--- src/cst_pkg.sv ---
package cst_pkg;

	// register byte offsets on the bus
	localparam logic [7:0] OFS_PSW    = 8'hD0;
	localparam logic [7:0] OFS_SP     = 8'hD4;
	localparam logic [7:0] OFS_B      = 8'hD8;
	localparam logic [7:0] OFS_TIMING = 8'hDC;

	// program_status_word bit positions
	localparam int PSW_CY = 7;
	localparam int PSW_AC = 6;
	localparam int PSW_F0 = 5;
	localparam int PSW_RS1 = 4;
	localparam int PSW_RS0 = 3;
	localparam int PSW_OV = 2;
	localparam int PSW_F1 = 1;
	localparam int PSW_P  = 0;

	// reset values
	localparam logic [7:0]  PSW_RESET = 8'h00;
	localparam logic [7:0]  SP_RESET  = 8'h07;
	localparam logic [7:0]  B_RESET   = 8'h00;
	localparam logic [15:0] PC_RESET  = 16'h0000;

	// phase index = (state-1)*2 + (phase-1), one i_clk per phase
	localparam logic [3:0] PH_S1P1 = 4'h0;
	localparam logic [3:0] PH_S1P2 = 4'h1;
	localparam logic [3:0] PH_S2P1 = 4'h2;
	localparam logic [3:0] PH_S2P2 = 4'h3;
	localparam logic [3:0] PH_S4P1 = 4'h6;
	localparam logic [3:0] PH_S4P2 = 4'h7;
	localparam logic [3:0] PH_S5P1 = 4'h8;
	localparam logic [3:0] PH_S5P2 = 4'h9;
	localparam logic [3:0] PH_S6P1 = 4'hA;
	localparam logic [3:0] PH_S6P2 = 4'hB;

	// internal code memory top (16 Kbyte)
	localparam logic [15:0] ROM_TOP = 16'h3FFF;

	// instruction class from the decoder
	localparam logic [1:0] KIND_NORMAL = 2'h0;
	localparam logic [1:0] KIND_XMOVE  = 2'h1;
	localparam logic [1:0] KIND_MULDIV = 2'h2;

	typedef enum logic [3:0] {
		CYC_1 = 4'b0001,
		CYC_2 = 4'b0010,
		CYC_3 = 4'b0100,
		CYC_4 = 4'b1000
	} cst_cyc_type;

	typedef struct packed {
		logic [1:0]  kind;
		logic        two_byte;
		logic        two_cycle;
		logic        cy_we;
		logic        cy;
		logic        ac_we;
		logic        ac;
		logic        ov_we;
		logic        ov;
		logic        push;
		logic        pop;
		logic        b_we;
		logic [7:0]  b_val;
		logic        pc_load;
		logic [15:0] pc_val;
		logic [2:0]  reg_idx;
		logic        indirect;
		logic [7:0]  dir_addr;
	} cst_dec_type;

	typedef struct packed {
		logic [15:0] code_addr;
		logic        code_rd;
		logic        code_int;
		logic        ale;
		logic        xdata_stb;
	} cst_mem_type;

endpackage

--- src/cst_core.sv ---
`timescale 1ns/10ps
`default_nettype none

// How it works
// - status word sits at D0: carry, nibble carry, f0, bank hi/lo, ov, f1, parity
// - bank bits pick register bytes 00-07, 08-0F, 10-17 or 18-1F
// - parity flag refreshed after every instruction, odd ones give one
// - arithmetic writes carry and signed overflow results
// - BCD operations write the nibble carry flag
// - helper register is mul/div operand and result, else scratch
// - stack pointer pre-increments on push, post-decrements on pop
// - stack pointer resets to 07, software reads and writes it
// - machine cycle is six states, each split in two phases
// - flag arithmetic in phase 1, register transfers in phase 2
// - address latch strobe at S1P2-S2P1, and at S4P2-S5P1 except in external move second cycle
// - opcode latched at S1P2, second byte at S4, done at S6P2
// - one-byte instructions discard the S4 fetch, pc stays
// - mul/div take four cycles, others one or two
// - two code fetches per machine cycle normally
// - external data move second cycle skips both fetches, strobes data
// - fetch select high: below 4000 from internal rom, else external
// - fetch select low: every fetch goes external
// - 16-bit code and data address, 8-bit internal address
// - upper 128 bytes: indirect to ram, direct to function registers
// - opcode picks bank register; first two serve as pointers
module cst_core
	import cst_pkg::*;
(
	// clock and reset
	input  wire logic        i_clk,
	input  wire logic        i_rstn,
	// apb slave
	input  wire logic        i_psel,
	input  wire logic        i_penable,
	input  wire logic        i_pwrite,
	input  wire logic [7:0]  i_paddr,
	input  wire logic [31:0] i_pwdata,
	output var  logic [31:0] o_prdata,
	output logic             o_pready,
	output logic             o_pslverr,
	// decoder and datapath
	input  wire cst_dec_type i_dec,
	input  wire logic [7:0]  i_acc,
	// memory side
	input  wire logic        i_ext_fetch_select,
	input  wire logic [7:0]  i_code_data,
	output cst_mem_type      o_mem,
	// core state
	output var  logic [7:0]  o_psw,
	output var  logic [7:0]  o_sp,
	output var  logic [7:0]  o_b,
	output var  logic [7:0]  o_ir,
	output var  logic [7:0]  o_op2,
	output logic [15:0]      o_pc,
	output logic [2:0]       o_state_num,
	output logic             o_phase2,
	output logic             o_instr_done,
	// internal data addressing
	output logic [7:0]       o_reg_addr,
	output logic [7:0]       o_ptr_addr,
	output logic [7:0]       o_stack_addr,
	output logic             o_sfr_sel
);

	function automatic logic ale_on(input logic [3:0] ph, input logic xm2);
		ale_on = (ph == PH_S1P2) || (ph == PH_S2P1)
			|| (!xm2 && ((ph == PH_S4P2) || (ph == PH_S5P1)));
	endfunction

	function automatic logic fetch_on(input logic [3:0] ph, input logic xm2);
		fetch_on = !xm2 && ((ph == PH_S1P1) || (ph == PH_S1P2)
			|| (ph == PH_S4P1) || (ph == PH_S4P2));
	endfunction

	function automatic logic reg_hit(input logic [7:0] a);
		reg_hit = (a == OFS_PSW) || (a == OFS_SP) || (a == OFS_B)
			|| (a == OFS_TIMING);
	endfunction

	logic [3:0]  phase;
	cst_cyc_type cyc;
	logic [15:0] pc;
	logic        ea_s1, ea_s2, ea_s3, ext_sel;
	logic        xm2, last_cyc, end_alu, end_xfer, stack_step;
	logic        wr_en;
	logic        code_int;

	assign xm2 = (cyc == CYC_2) && (i_dec.kind == KIND_XMOVE);
	always_comb begin
		case (cyc)
		CYC_1: last_cyc = (i_dec.kind == KIND_NORMAL) && !i_dec.two_cycle;
		CYC_2: last_cyc = (i_dec.kind != KIND_MULDIV);
		CYC_3: last_cyc = 1'b0;
		CYC_4: last_cyc = 1'b1;
		default: last_cyc = 1'b1;
		endcase
	end
	assign end_alu    = last_cyc && (phase == PH_S6P1);
	assign end_xfer   = last_cyc && (phase == PH_S6P2);
	assign stack_step = (phase == PH_S6P2) && (i_dec.push ^ i_dec.pop);
	assign wr_en = i_psel && i_penable && i_pwrite;

	// phase sequencer
	always_ff @(posedge i_clk) begin
		if (!i_rstn) begin
			phase <= PH_S1P1;
		end else if (phase == PH_S6P2) begin
			phase <= PH_S1P1;
		end else begin
			phase <= phase + 4'h1;
		end
	end

	// machine cycle within the instruction
	always_ff @(posedge i_clk) begin
		if (!i_rstn) begin
			cyc <= CYC_1;
		end else if (phase == PH_S6P2) begin
			case (cyc)
			CYC_1: cyc <= last_cyc ? CYC_1 : CYC_2;
			CYC_2: cyc <= last_cyc ? CYC_1 : CYC_3;
			CYC_3: cyc <= CYC_4;
			CYC_4: cyc <= CYC_1;
			default: cyc <= CYC_1;
			endcase
		end
	end

	// fetch select pin; counted once two later stages agree
	always_ff @(posedge i_clk) begin
		if (!i_rstn) begin
			ea_s1 <= 1'b0;
			ea_s2 <= 1'b0;
			ea_s3 <= 1'b0;
			ext_sel <= 1'b0;
		end else begin
			ea_s1 <= i_ext_fetch_select;
			ea_s2 <= ea_s1;
			ea_s3 <= ea_s2;
			if (ea_s2 == ea_s3) begin
				ext_sel <= ea_s3;
			end
		end
	end

	// opcode, second byte and program counter
	always_ff @(posedge i_clk) begin
		if (!i_rstn) begin
			pc <= PC_RESET;
			o_ir <= 8'h00;
			o_op2 <= 8'h00;
		end else if (end_xfer && i_dec.pc_load) begin
			pc <= i_dec.pc_val;
		end else if (cyc == CYC_1 && phase == PH_S1P2) begin
			o_ir <= i_code_data;
			pc <= pc + 16'h0001;
		end else if (cyc == CYC_1 && phase == PH_S4P2) begin
			if (i_dec.two_byte) begin
				o_op2 <= i_code_data;
				pc <= pc + 16'h0001;
			end
		end
	end

	// code and external data bus strobes
	assign code_int = ext_sel && (pc <= ROM_TOP);
	always_comb begin
		o_mem.code_addr = pc;
		o_mem.code_rd = fetch_on(phase, xm2);
		o_mem.code_int = code_int;
		o_mem.ale = ale_on(phase, xm2);
		o_mem.xdata_stb = xm2 && (phase >= PH_S2P2)
			&& (phase <= PH_S5P2);
	end

	// status word: software write first, hardware update wins
	always_ff @(posedge i_clk) begin
		if (!i_rstn) begin
			o_psw <= PSW_RESET;
		end else begin
			if (wr_en && i_paddr == OFS_PSW) begin
				o_psw[7:1] <= i_pwdata[7:1];
			end
			if (end_alu) begin
				if (i_dec.cy_we) begin
					o_psw[PSW_CY] <= i_dec.cy;
				end
				if (i_dec.ov_we) begin
					o_psw[PSW_OV] <= i_dec.ov;
				end
				if (i_dec.ac_we) begin
					o_psw[PSW_AC] <= i_dec.ac;
				end
			end
			if (end_xfer) begin
				o_psw[PSW_P] <= ^i_acc;
			end
		end
	end

	// stack pointer
	always_ff @(posedge i_clk) begin
		if (!i_rstn) begin
			o_sp <= SP_RESET;
		end else if (stack_step) begin
			o_sp <= i_dec.push ? o_sp + 8'h01 : o_sp - 8'h01;
		end else if (wr_en && i_paddr == OFS_SP) begin
			o_sp <= i_pwdata[7:0];
		end
	end

	// helper register
	always_ff @(posedge i_clk) begin
		if (!i_rstn) begin
			o_b <= B_RESET;
		end else if (end_xfer && i_dec.b_we
			&& i_dec.kind == KIND_MULDIV) begin
			o_b <= i_dec.b_val;
		end else if (wr_en && i_paddr == OFS_B) begin
			o_b <= i_pwdata[7:0];
		end
	end

	// push writes above the top, pop reads the top
	assign o_stack_addr = i_dec.push ? o_sp + 8'h01 : o_sp;
	assign o_reg_addr = {3'h0, o_psw[PSW_RS1], o_psw[PSW_RS0],
		i_dec.reg_idx};
	assign o_ptr_addr = {3'h0, o_psw[PSW_RS1], o_psw[PSW_RS0], 2'h0,
		i_dec.reg_idx[0]};
	// the shared upper half goes by addressing mode
	assign o_sfr_sel = !i_dec.indirect && i_dec.dir_addr[7];
	assign o_pc = pc;
	assign o_state_num = 3'(phase[3:1] + 3'h1);
	assign o_phase2 = phase[0];
	assign o_instr_done = end_xfer;

	// bus read data is captured in setup so it comes from a flop
	always_ff @(posedge i_clk) begin
		if (!i_rstn) begin
			o_prdata <= 32'h0000_0000;
		end else if (i_psel && !i_penable && !i_pwrite) begin
			case (i_paddr)
			OFS_PSW:    o_prdata <= {24'h00_0000, o_psw};
			OFS_SP:     o_prdata <= {24'h00_0000, o_sp};
			OFS_B:      o_prdata <= {24'h00_0000, o_b};
			OFS_TIMING: o_prdata <= {22'h00_0000, ext_sel, code_int,
				cyc, phase};
			default:    o_prdata <= 32'h0000_0000;
			endcase
		end
	end
	assign o_pready = 1'b1;
	assign o_pslverr = i_psel && i_penable && !reg_hit(i_paddr);
endmodule

`default_nettype wire

--- config.mk ---
export PLATFORM = sky130hd
export DESIGN_NAME = cst_core
export DESIGN_NICKNAME = d
export VERILOG_FILES = /design/src/cst_pkg.sv /design/src/cst_core.sv
export SDC_FILE = /design/constraint.sdc
export NUM_CORES = 1
export LEC_CHECK = 0
export BUFFER_PORTS_ARGS = -buffer_cell sky130_fd_sc_hd__buf_2
export CELL_PAD_IN_SITES_DETAIL_PLACEMENT = 0
export CELL_PAD_IN_SITES_GLOBAL_PLACEMENT = 1
export CORE_MARGIN = 2
export CORE_UTILIZATION = 29
export DETAILED_ROUTE_END_ITERATION = 6
export PLACE_DENSITY_LB_ADDON = 0.1
export SYNTH_ARGS = -nofsm -noshare
export SYNTH_HDL_FRONTEND = slang
export SYNTH_SLANG_ARGS = --single-unit
--- constraint.sdc ---
create_clock -name i_clk -period 2.14 [get_ports i_clk]
set_clock_uncertainty 0.1 [all_clocks]
set_input_delay 0.428 -clock i_clk [delete_from_list [all_inputs] [get_ports i_clk]]
set_output_delay 0.428 -clock i_clk [all_outputs]
set_load 0.005 [all_outputs]
==> results.toml, run 1 <==
[setup_path]
worst-r2r-cell-count = 7
regToRegStartpoint = "phase[1]"
required_ns = 1.61
end_kind = "output port"
crit_type = "reg2out"
ff2ff_setup_slack_ns = 0.02
critPathArrivalTime_ns = 1.67
critPathLaunchType = "flop"
critPathMaxFanout = 4
r2r_end = "o_pc[1]"

[detailed_routing]
drc = 0
via_per_inst = 4.58
first_pass_iters = 4
wl_per_cell_um = 15.1
vias = 4307
drtAntennaViolNets = 0
drt_wl_total_um = 14200
drt_iter0_drc = 197

[die]
design.die.area_um2 = 17000
placementRows = 46
die_x_um = 130
core_um2 = 15700
die_h_um = 130
io_pins = 252
initial_core_util_pct = 29.4

[power]
p_per_area_nw_per_um2 = 564
p_leak_nw = 2.94
ir_worst_vdd_uv = 402
power_mw = 3.56

[synthesis]
yosysWarnings = 0
netlist_instances = 524
syn_avg_cell_area_um2 = 8.82
synth_edf_count = 0
synth_area_um2 = 4620
ys_seq_area_share_pct = 33.8
ys_ff_latch = 78
ys.flop_type = "dfxtp_1"
synth_cell_types = 60
async_flop_share_pct = 0

[cts]
clock_path_buffers = 2
cts_tree = "done"
htree_levels = 3
cts_made_buffers = 9
insertion_delay_ns = 0.34
cts-root-buf = "clkbuf_16"
clk_pin_slew_ns = 0.06
cts.sinks = 78

[min_path]
hp-class = "in2reg"
min_to = "ea_s1"
whs_path_depth = 2
hp-start = "i_ext_fetch_select"

[global_routing]
grt_pass1_vias = 4163
overflow = 0
grt_pass1_wl_um = 21500
antenna_found_initial = 0
grt_use_total_pct = 16.4
grt_max_degree = 33

[sta]
hold_violations = 0
setup_viol = 2
maxSlewHeadroom_pct = 61.2
worst_pin_slew_ns = 0.581
rsz0062_at_grt = "true"
worst_slack_ns = -0.0560
fin_crit_sh_pct = 103
worst_hold_slack_ns = 0.214
final.min_clock_period_ns = 2.20
drv_slew = 0
fmax_ghz = 0.455

[placed_design]
place_congestion = 0.826
io_buffers = 182
place_hpwl_um = 10900
post-place-cells = 916

[final_layout]
fin_util_pct = 40.2
synthToLayoutAreaGrowth_pct = 36.5
fillers = 1644
fin_nets = 841
drive_gt1_share_pct = 41.3
fin_cells = 941

[flow_run]
cap_violations = 0

[status]
status = "finished with violations"
violations = "negative setup slack"
==> cells in the mapped netlist, types with 2 or more instances <==
cell type,count,share of area (%)
o21bai_1,2,0.32
nor4_1,4,0.54
a21o_1,5,0.81
clkbuf_8,2,0.60
clkbuf_2,2,0.22
inv_1,10,0.81
xnor2_1,17,3.2
ha_1,10,2.7
and2_1,4,0.54
buf_4,56,9.1
a31oi_1,5,0.68
nand4_1,8,1.1
xor2_1,16,3.0
buf_2,4,0.43
a21oi_1,37,4.0
a211oi_1,13,2.1
nor3_1,8,0.87
buf_1,3,0.24
mux2i_1,32,6.9
nand2_1,20,1.6
nor2_1,56,4.5
nor3_4,2,0.70
nand3_1,11,1.2
or4_1,2,0.32
nor2b_1,4,0.54
mux4_2,7,3.4
and3b_1,2,0.38
and4_1,5,0.95
conb_1,2,0.16
a211o_1,2,0.38
clkbuf_1,17,1.4
o21ai_0,28,3.0
a22oi_1,10,1.6
dfxtp_1,78,34
nor4b_1,2,0.38
or3_1,2,0.27
nand4b_1,3,0.57
and3_1,11,1.5
==> worst max path at each step <==
stage,start,end,slack (ns),depth (start not counted)
final,cyc[2],o_mem[1],-0.06,6
after global routing,cyc[2],o_mem[1],-0.15,6
after CTS,cyc[0],o_mem[1],-0.07,6
after detailed placement,i_paddr[1],o_b[1],0.02,6
after global placement,phase[1],o_pc[15],0.009,7
after floorplan,phase[0],o_pc[15],0.11,7
==> power by group <==
| group | internal, mW | switching (mW) |
|---|---|---|
| Clock | 1.03 | 0.640 |
| Sequential | 1.47 | 0.0235 |
| Combinational | 0.200 | 0.199 |
| Total | 2.70 | 0.862 |
==> cell usage in the layout (no fill, tap or decap), drive strengths merged, types with 16 or more instances in the layout <==
cell type  instances
mux2i             32
buf              240
xnor2             17
nor2              56
a21oi             37
o21ai             28
nand2             20
dfxtp             78
xor2              16
conb              31
==> logic make-up after synthesis <==
family | count (synthesis) | share of synthesized area, %
other | 2 | 0.162
DFF | 78 | 33.8
and+or+nand+nor | 155 | 18.4
AOI/OAI and AO/OA | 110 | 14.7
xor gates and xnor gates | 33 | 6.25
muxes | 40 | 10.9
buffers and inverters | 96 | 13.1
adders and majority gates | 10 | 2.71
==> state kept, by name, summed over array words and instances (netlist names) <==
name,flops
ea_s3,1
o_b,8
ea_s1,1
phase,4
cyc,4
o_op2,8
ea_s2,1
o_prdata,10
ext_sel,1
o_pc,16
o_ir,8
o_sp,8
o_psw,8
==> per-stage QoR <==
step,worst slack (ns),cell area (um2),setup TNS (ns)
floorplan,0.110,4730,0
global placement,0.00945,5790,0
detailed placement,0.0248,5790,0
CTS,-0.0673,6250,-0.113
global route,-0.150,6310,-0.877
finish,-0.0560,6310,-0.0624
==> final cells by class <==
class	instances	area (um2)	area share (%)
Sequential cell	78	1580	25.0
Clock inverter	7	98.8	1.57
Inverter	11	43.8	0.694
Timing Repair Buffer	240	1420	22.5
Tap cell	216	270	4.28
Clock buffer	9	225	3.57
Multi-Input combinational cell	379	2670	42.3
Antenna cell	1	2.50	0.0397
==> worst max-delay path, stage by stage, from the launching register on <==
cell,delay [ns]
dfxtp_4,0.36
nor3b_4,0.20
nor2b_4,0.18
nand3b_1,0.12
a31oi_1,0.22
o32ai_2,0.10
buf_2,0.15
==> per-layer routing <==
layer	up-vias	global-route usage (%)	routed length (um)
li1	2167	-	-
met1	1995	22.0	6610
met2	133	26.5	6550
met3	12	2.95	819
met4	0	5.44	192
met5	-	0	0
==> what timing repair did <==
action	CTS	global route
setup buffers	5	4
pin swaps	9	9
endpoints found under the setup margin	6	22
hold buffers	0	0
resized for setup	32	8
No activity file was read; power rests on OpenSTA's default activity.
==> run 2, diff against run 1 <==
--- a/config.mk
+++ b/config.mk
@@ -10,8 +10,10 @@
 export CELL_PAD_IN_SITES_GLOBAL_PLACEMENT = 1
 export CORE_MARGIN = 2
 export CORE_UTILIZATION = 29
+export CTS_CLUSTER_DIAMETER = 40
 export DETAILED_ROUTE_END_ITERATION = 6
-export PLACE_DENSITY_LB_ADDON = 0.1
+export PLACE_DENSITY_LB_ADDON = 0.3
+export RECOVER_POWER = 100
 export SYNTH_ARGS = -nofsm -noshare
 export SYNTH_HDL_FRONTEND = slang
 export SYNTH_SLANG_ARGS = --single-unit
==> run 2 against run 1 <==
  * Design area shrank 1.4%
  * Critical endpoint unchanged
  * The flow still finishes with violations (negative setup slack)
  * Sequential cell count unchanged
  * Die area stayed put
  * Critical path type unchanged
  * Utilization decreased by 0.55 points
  * Largest cell class unchanged
  * Combinational power grew 2%
  * Critical path depth unchanged
  * Non-clock buffer count up 2
  * Via count increased by 2.1%
  * Largest power group unchanged
==> results.toml, run 2 (same netlist as run 1, synthesis figures left out) <==
[cts]
cts_made_buffers = 9
clk_pin_slew_ns = 0.06
cts.sinks = 78
cts_tree = "done"
insertion_delay_ns = 0.33
cts-root-buf = "clkbuf_16"
holdBufCountCts = 0
clock_path_buffers = 2
htree_levels = 3

[power]
ir_worst_vdd_uv = 344
p_leak_nw = 2.66
p_per_area_nw_per_um2 = 572

[final_layout]
fin_nets = 843
largest_reg_flops = 16
final_cell_mix = "120 x buf_2, 72 x clkbuf_1, 70 x dfxtp_1"
drive_gt1_share_pct = 31.7
fin_cells = 943
fillers = 1668
synthToLayoutAreaGrowth_pct = 34.6
final_common_cell = "buf_2"

[global_routing]
grt.met3_usage_pct = 2.87
grt_pass1_wl_um = 21300
grt_util_met2_pct = 26.9
overflow = 0
top_usage_layer = "met2"
grt_pass1_vias = 4119
grt_max_degree = 37
grt_use_met1_pct = 21.1
grt_use_total_pct = 16.3
antenna_found_initial = 0

[die]
core_um2 = 15700
io_pins = 252
die_h_um = 130
die_x_um = 130
design.die.area_um2 = 17000
initial_core_util_pct = 29.4
placementRows = 46

[sta]
final.min_clock_period_ns = 2.22
maxSlewHeadroom_pct = 25.2
worst_hold_slack_ns = 0.205
fin_crit_sh_pct = 104
worst_slack_ns = -0.0786
fmax_ghz = 0.451
setup_viol = 11
drv_slew = 0
hold_violations = 0
worst_pin_slew_ns = 1.12
rsz0062_at_grt = "true"

[setup_path]
crit_chain = "nor3b_4 -> nor2b_4 -> nand3b_1 -> a31oi_1 -> o32ai_2 -> buf_2"
crit_type = "reg2out"
slowest_delay_ns = 0.36
critPathMaxFanout = 4
critPathLaunchType = "flop"
cp_num_buf_inv = 1
cp_top_family = "simple AND/OR/NAND/NOR gates"
end_kind = "output port"
worst_path_max_delay_cell = "dfxtp_4"
required_ns = 1.61
critPathArrivalTime_ns = 1.69

[detailed_routing]
via_per_inst = 4.66
drt_iter0_drc = 181
drc = 0
vias = 4397
wl_per_cell_um = 15.0
first_pass_iters = 4
drtAntennaViolNets = 0
drt_wl_total_um = 14200

[placed_design]
post-place-cells = 911
io_buffers = 182
place_congestion = 0.827
place_hpwl_um = 10600

[status]
status = "finished with violations"
violations = "negative setup slack"

[min_path]
hp-class = "in2reg"

[flow_run]
cap_violations = 0
## run 2: worst reg2reg max path, delay by kind of cell (launching register included)
family	cells	cell delay, ns
buffers and inverters	3	0.53
AND/OR/NAND/NOR	1	0.50
AO/OA/AOI/OAI	2	0.39
flip-flops	1	0.36
multiplexers	1	0.18
## run 2: timing repair
| item | CTS | global route |
|---|---|---|
| endpoints found under the setup margin | 9 | 22 |
| pin swaps | 10 | 7 |
| buffers inserted | 11 | 5 |
| gates resized for setup | 41 | 13 |
## run 2: layout make-up
class,count,area (um2),share of cell area (%)
clock buffers,12,246,3.96
clock inverters,4,70.1,1.13
well taps,216,270,4.34
multi-input cells,379,2730,43.9
inverters,11,46.3,0.744
diodes,1,2.50,0.0402
repair buffers,242,1280,20.6
flip-flops and latches,78,1580,25.3
## run 2: power by group
group,leakage [nW],internal [mW],switching (mW),total (mW)
Combinational,1.87,0.200,0.208,0.407
Sequential,0.634,1.47,0.0240,1.50
Clock,0.157,1.05,0.604,1.66
Total,2.66,2.72,0.836,3.56
## run 2: stage by stage
| step | utilization (%) | TNS (ns) | setup slack [ns] | power, mW | cell area [um2] |
|---|---|---|---|---|---|
| floorplan | - | 0 | 0.110 | 1.77 | 4730 |
| global placement | 36.5 | -0.108 | -0.108 | 1.90 | 5740 |
| detailed placement | 36.5 | -0.107 | -0.0520 | 1.91 | 5740 |
| CTS | 40.1 | -0.119 | -0.0608 | 3.61 | 6300 |
| global route | 39.6 | -3.42 | -0.160 | 3.72 | 6220 |
| finish | 39.6 | -0.324 | -0.0786 | 3.56 | 6220 |
## run 2: final timing paths
| check | slack (ns) | from | endpoint | cells after the start |
|---|---|---|---|---|
| min | 0.20 | i_ext_fetch_select | ea_s1 | 2 |
| max reg2reg | -0.04 | cyc[0] | o_pc[1] | 7 |
| max | -0.08 | cyc[1] | o_mem[1] | 6 |
| min reg2reg | 0.33 | ea_s1 | ea_s2 | 1 |
## run 2: metal layers
layer,routed length (um),vias to the layer above
li1,-,2175
met1,6380,2070
met2,6800,136
met3,760,16
met4,234,0
met5,0,-
==> run 3, diff against run 2 <==
--- a/config.mk
+++ b/config.mk
@@ -14,6 +14,8 @@
 export DETAILED_ROUTE_END_ITERATION = 6
 export PLACE_DENSITY_LB_ADDON = 0.3
 export RECOVER_POWER = 100
+export REMOVE_ABC_BUFFERS = 1
 export SYNTH_ARGS = -nofsm -noshare
 export SYNTH_HDL_FRONTEND = slang
 export SYNTH_SLANG_ARGS = --single-unit
+export TNS_END_PERCENT = 1
==> run 3 against run 2 <==
  * The run still ends with negative setup slack left
  * Count of clock-buffer cells in the layout decreased by 1
  * Critical path type unchanged
  * Via count decreased by 0.61%
  * Non-clock buffer count decreased by 16
  * Largest power group unchanged
  * Cell count decreased by 1.8%
  * Critical path depth decreased by 1
  * Register-to-register slack improved by 0.09 ns
  * Largest cell class unchanged
==> results.toml, run 3 (same netlist as run 1, synthesis figures left out) <==
[cts]
clk_pin_slew_ns = 0.06
htree_levels = 3
insertion_delay_ns = 0.34
cts-root-buf = "clkbuf_16"
cts_tree = "done"
cts_made_buffers = 9
cts.sinks = 78
clock_path_buffers = 2

[min_path]
hp-class = "in2reg"

[placed_design]
place_congestion = 0.808
place_hpwl_um = 11000
post-place-cells = 907
place_ws_ns = 0.0237
io_buffers = 182

[final_layout]
fin_util_pct = 38.9
fin_nets = 827
fillers = 1669
synthToLayoutAreaGrowth_pct = 32.2
drive_gt1_share_pct = 31.7
diodes = 0
fin_cells = 926
largest_reg_flops = 16
final_common_cell = "buf_2"
final_cell_mix = "132 x buf_2, 71 x dfxtp_1, 56 x clkbuf_1"

[die]
die_h_um = 130
die_x_um = 130
core_um2 = 15700
design.die.area_um2 = 17000
initial_core_util_pct = 29.4
io_pins = 252
placementRows = 46

[power]
ir_worst_vdd_uv = 372
netSwitchingPower_mw = 0.857
swShare_pct = 24.0
p_leak_nw = 2.63
power_mw = 3.58
power.internal_mw = 2.72
sequentialPowerShare_pct = 41.8
p_per_area_nw_per_um2 = 585
combPwrFrac_pct = 11.2
clkPwrFrac_pct = 47.0

[sta]
fmax_ghz = 0.462
setup_viol = 3
hold_violations = 0
worst_pin_slew_ns = 1.15
fin_crit_sh_pct = 101
worst_slack_ns = -0.0262
fin_setup_tns_ns = -0.0572
drv_slew = 0
maxSlewHeadroom_pct = 23.2
rsz0062_at_grt = "true"
final.min_clock_period_ns = 2.17

[setup_path]
critPathMaxFanout = 3
crit_type = "reg2out"
required_ns = 1.61
end_kind = "output port"
critPathArrivalTime_ns = 1.64
critPathLaunchType = "flop"

[detailed_routing]
drt_wl_total_um = 14200
drtAntennaViolNets = 0
drt_iter0_drc = 153
via_per_inst = 4.72
drc = 0
vias = 4370
first_pass_iters = 4
wl_per_cell_um = 15.4

[global_routing]
grt_pass1_vias = 3996
overflow = 0
grt_pass1_wl_um = 21200
grt_use_total_pct = 16.4
antenna_found_initial = 1
grt_max_degree = 45

[status]
status = "finished with violations"
violations = "negative setup slack"

[flow_run]
cap_violations = 0
==> run 3: cell count changes in the layout (fill, tap and decap cells not counted), moves of 2 or more <==
cell      previous run  this run
ha_4                 4         2
buf_1                0         2
clkbuf_4             5         0
buf_4               39        29
clkbuf_1            72        56
dfxtp_2              6         4
inv_1                8        10
buf_2              120       132
buf_12               2         4
a21oi_1             34        36
clkbuf_2             3         0
==> run 3: repair_timing <==
item	in CTS	in global routing
setup endpoints to repair	6	22
pin swaps	6	14
gates resized for setup	26	14
buffers inserted	3	1
hold buffers	0	0
==> run 3: worst max-delay path, stage by stage, from the launching register on <==
cell       delay (ns)
dfxtp_2          0.33
nor3b_4          0.15
nor2b_4          0.13
and3b_2          0.22
a2111oi_4        0.30
buf_2            0.17
==> run 3: path summary, 6_finish.rpt <==
kind	from	end	slack, ns	depth (start not counted)
min reg2reg	ea_s1	ea_s2	0.35	1
max reg2reg	cyc[1]	o_pc[1]	0.05	6
max	cyc[1]	o_mem[3]	-0.03	5
min	i_ext_fetch_select	ea_s1	0.19	2
==> run 3: per-layer routing <==
metal	part of all wire, %	up-vias	global-route usage [%]
li1	-	2142	-
met1	45	2049	21.0
met2	45	166	26.3
met3	8.7	13	5.58
met4	1.3	0	4.43
met5	0	-	0
==> run 3: layout make-up <==
type | count | area (um2) | share of cell area [%]
Tap cell | 216 | 270 | 4.42
Clock inverter | 5 | 81.3 | 1.33
Sequential cell | 78 | 1580 | 25.8
Inverter | 11 | 41.3 | 0.675
Timing Repair Buffer | 226 | 1220 | 19.9
Clock buffer | 11 | 243 | 3.97
Multi-Input combinational cell | 379 | 2680 | 43.9
==> run 3: stage by stage <==
stage / hold WS [ns] / area, um2
after floorplan: 0.312 / 4170
after global placement: 0.322 / 5720
after detailed placement: 0.336 / 5720
after CTS: 0.184 / 6150
after global routing: 0.191 / 6110
final: 0.194 / 6110
==> run 3: power groups by stage <==
stage / registers (mW) / clock network [mW] / logic, mW
after floorplan: 1.53 / 0 / 0.169
after global placement: 1.53 / 0 / 0.385
after detailed placement: 1.53 / 0 / 0.388
after CTS: 1.49 / 1.72 / 0.405
after global routing: 1.50 / 1.78 / 0.446
final: 1.49 / 1.68 / 0.401
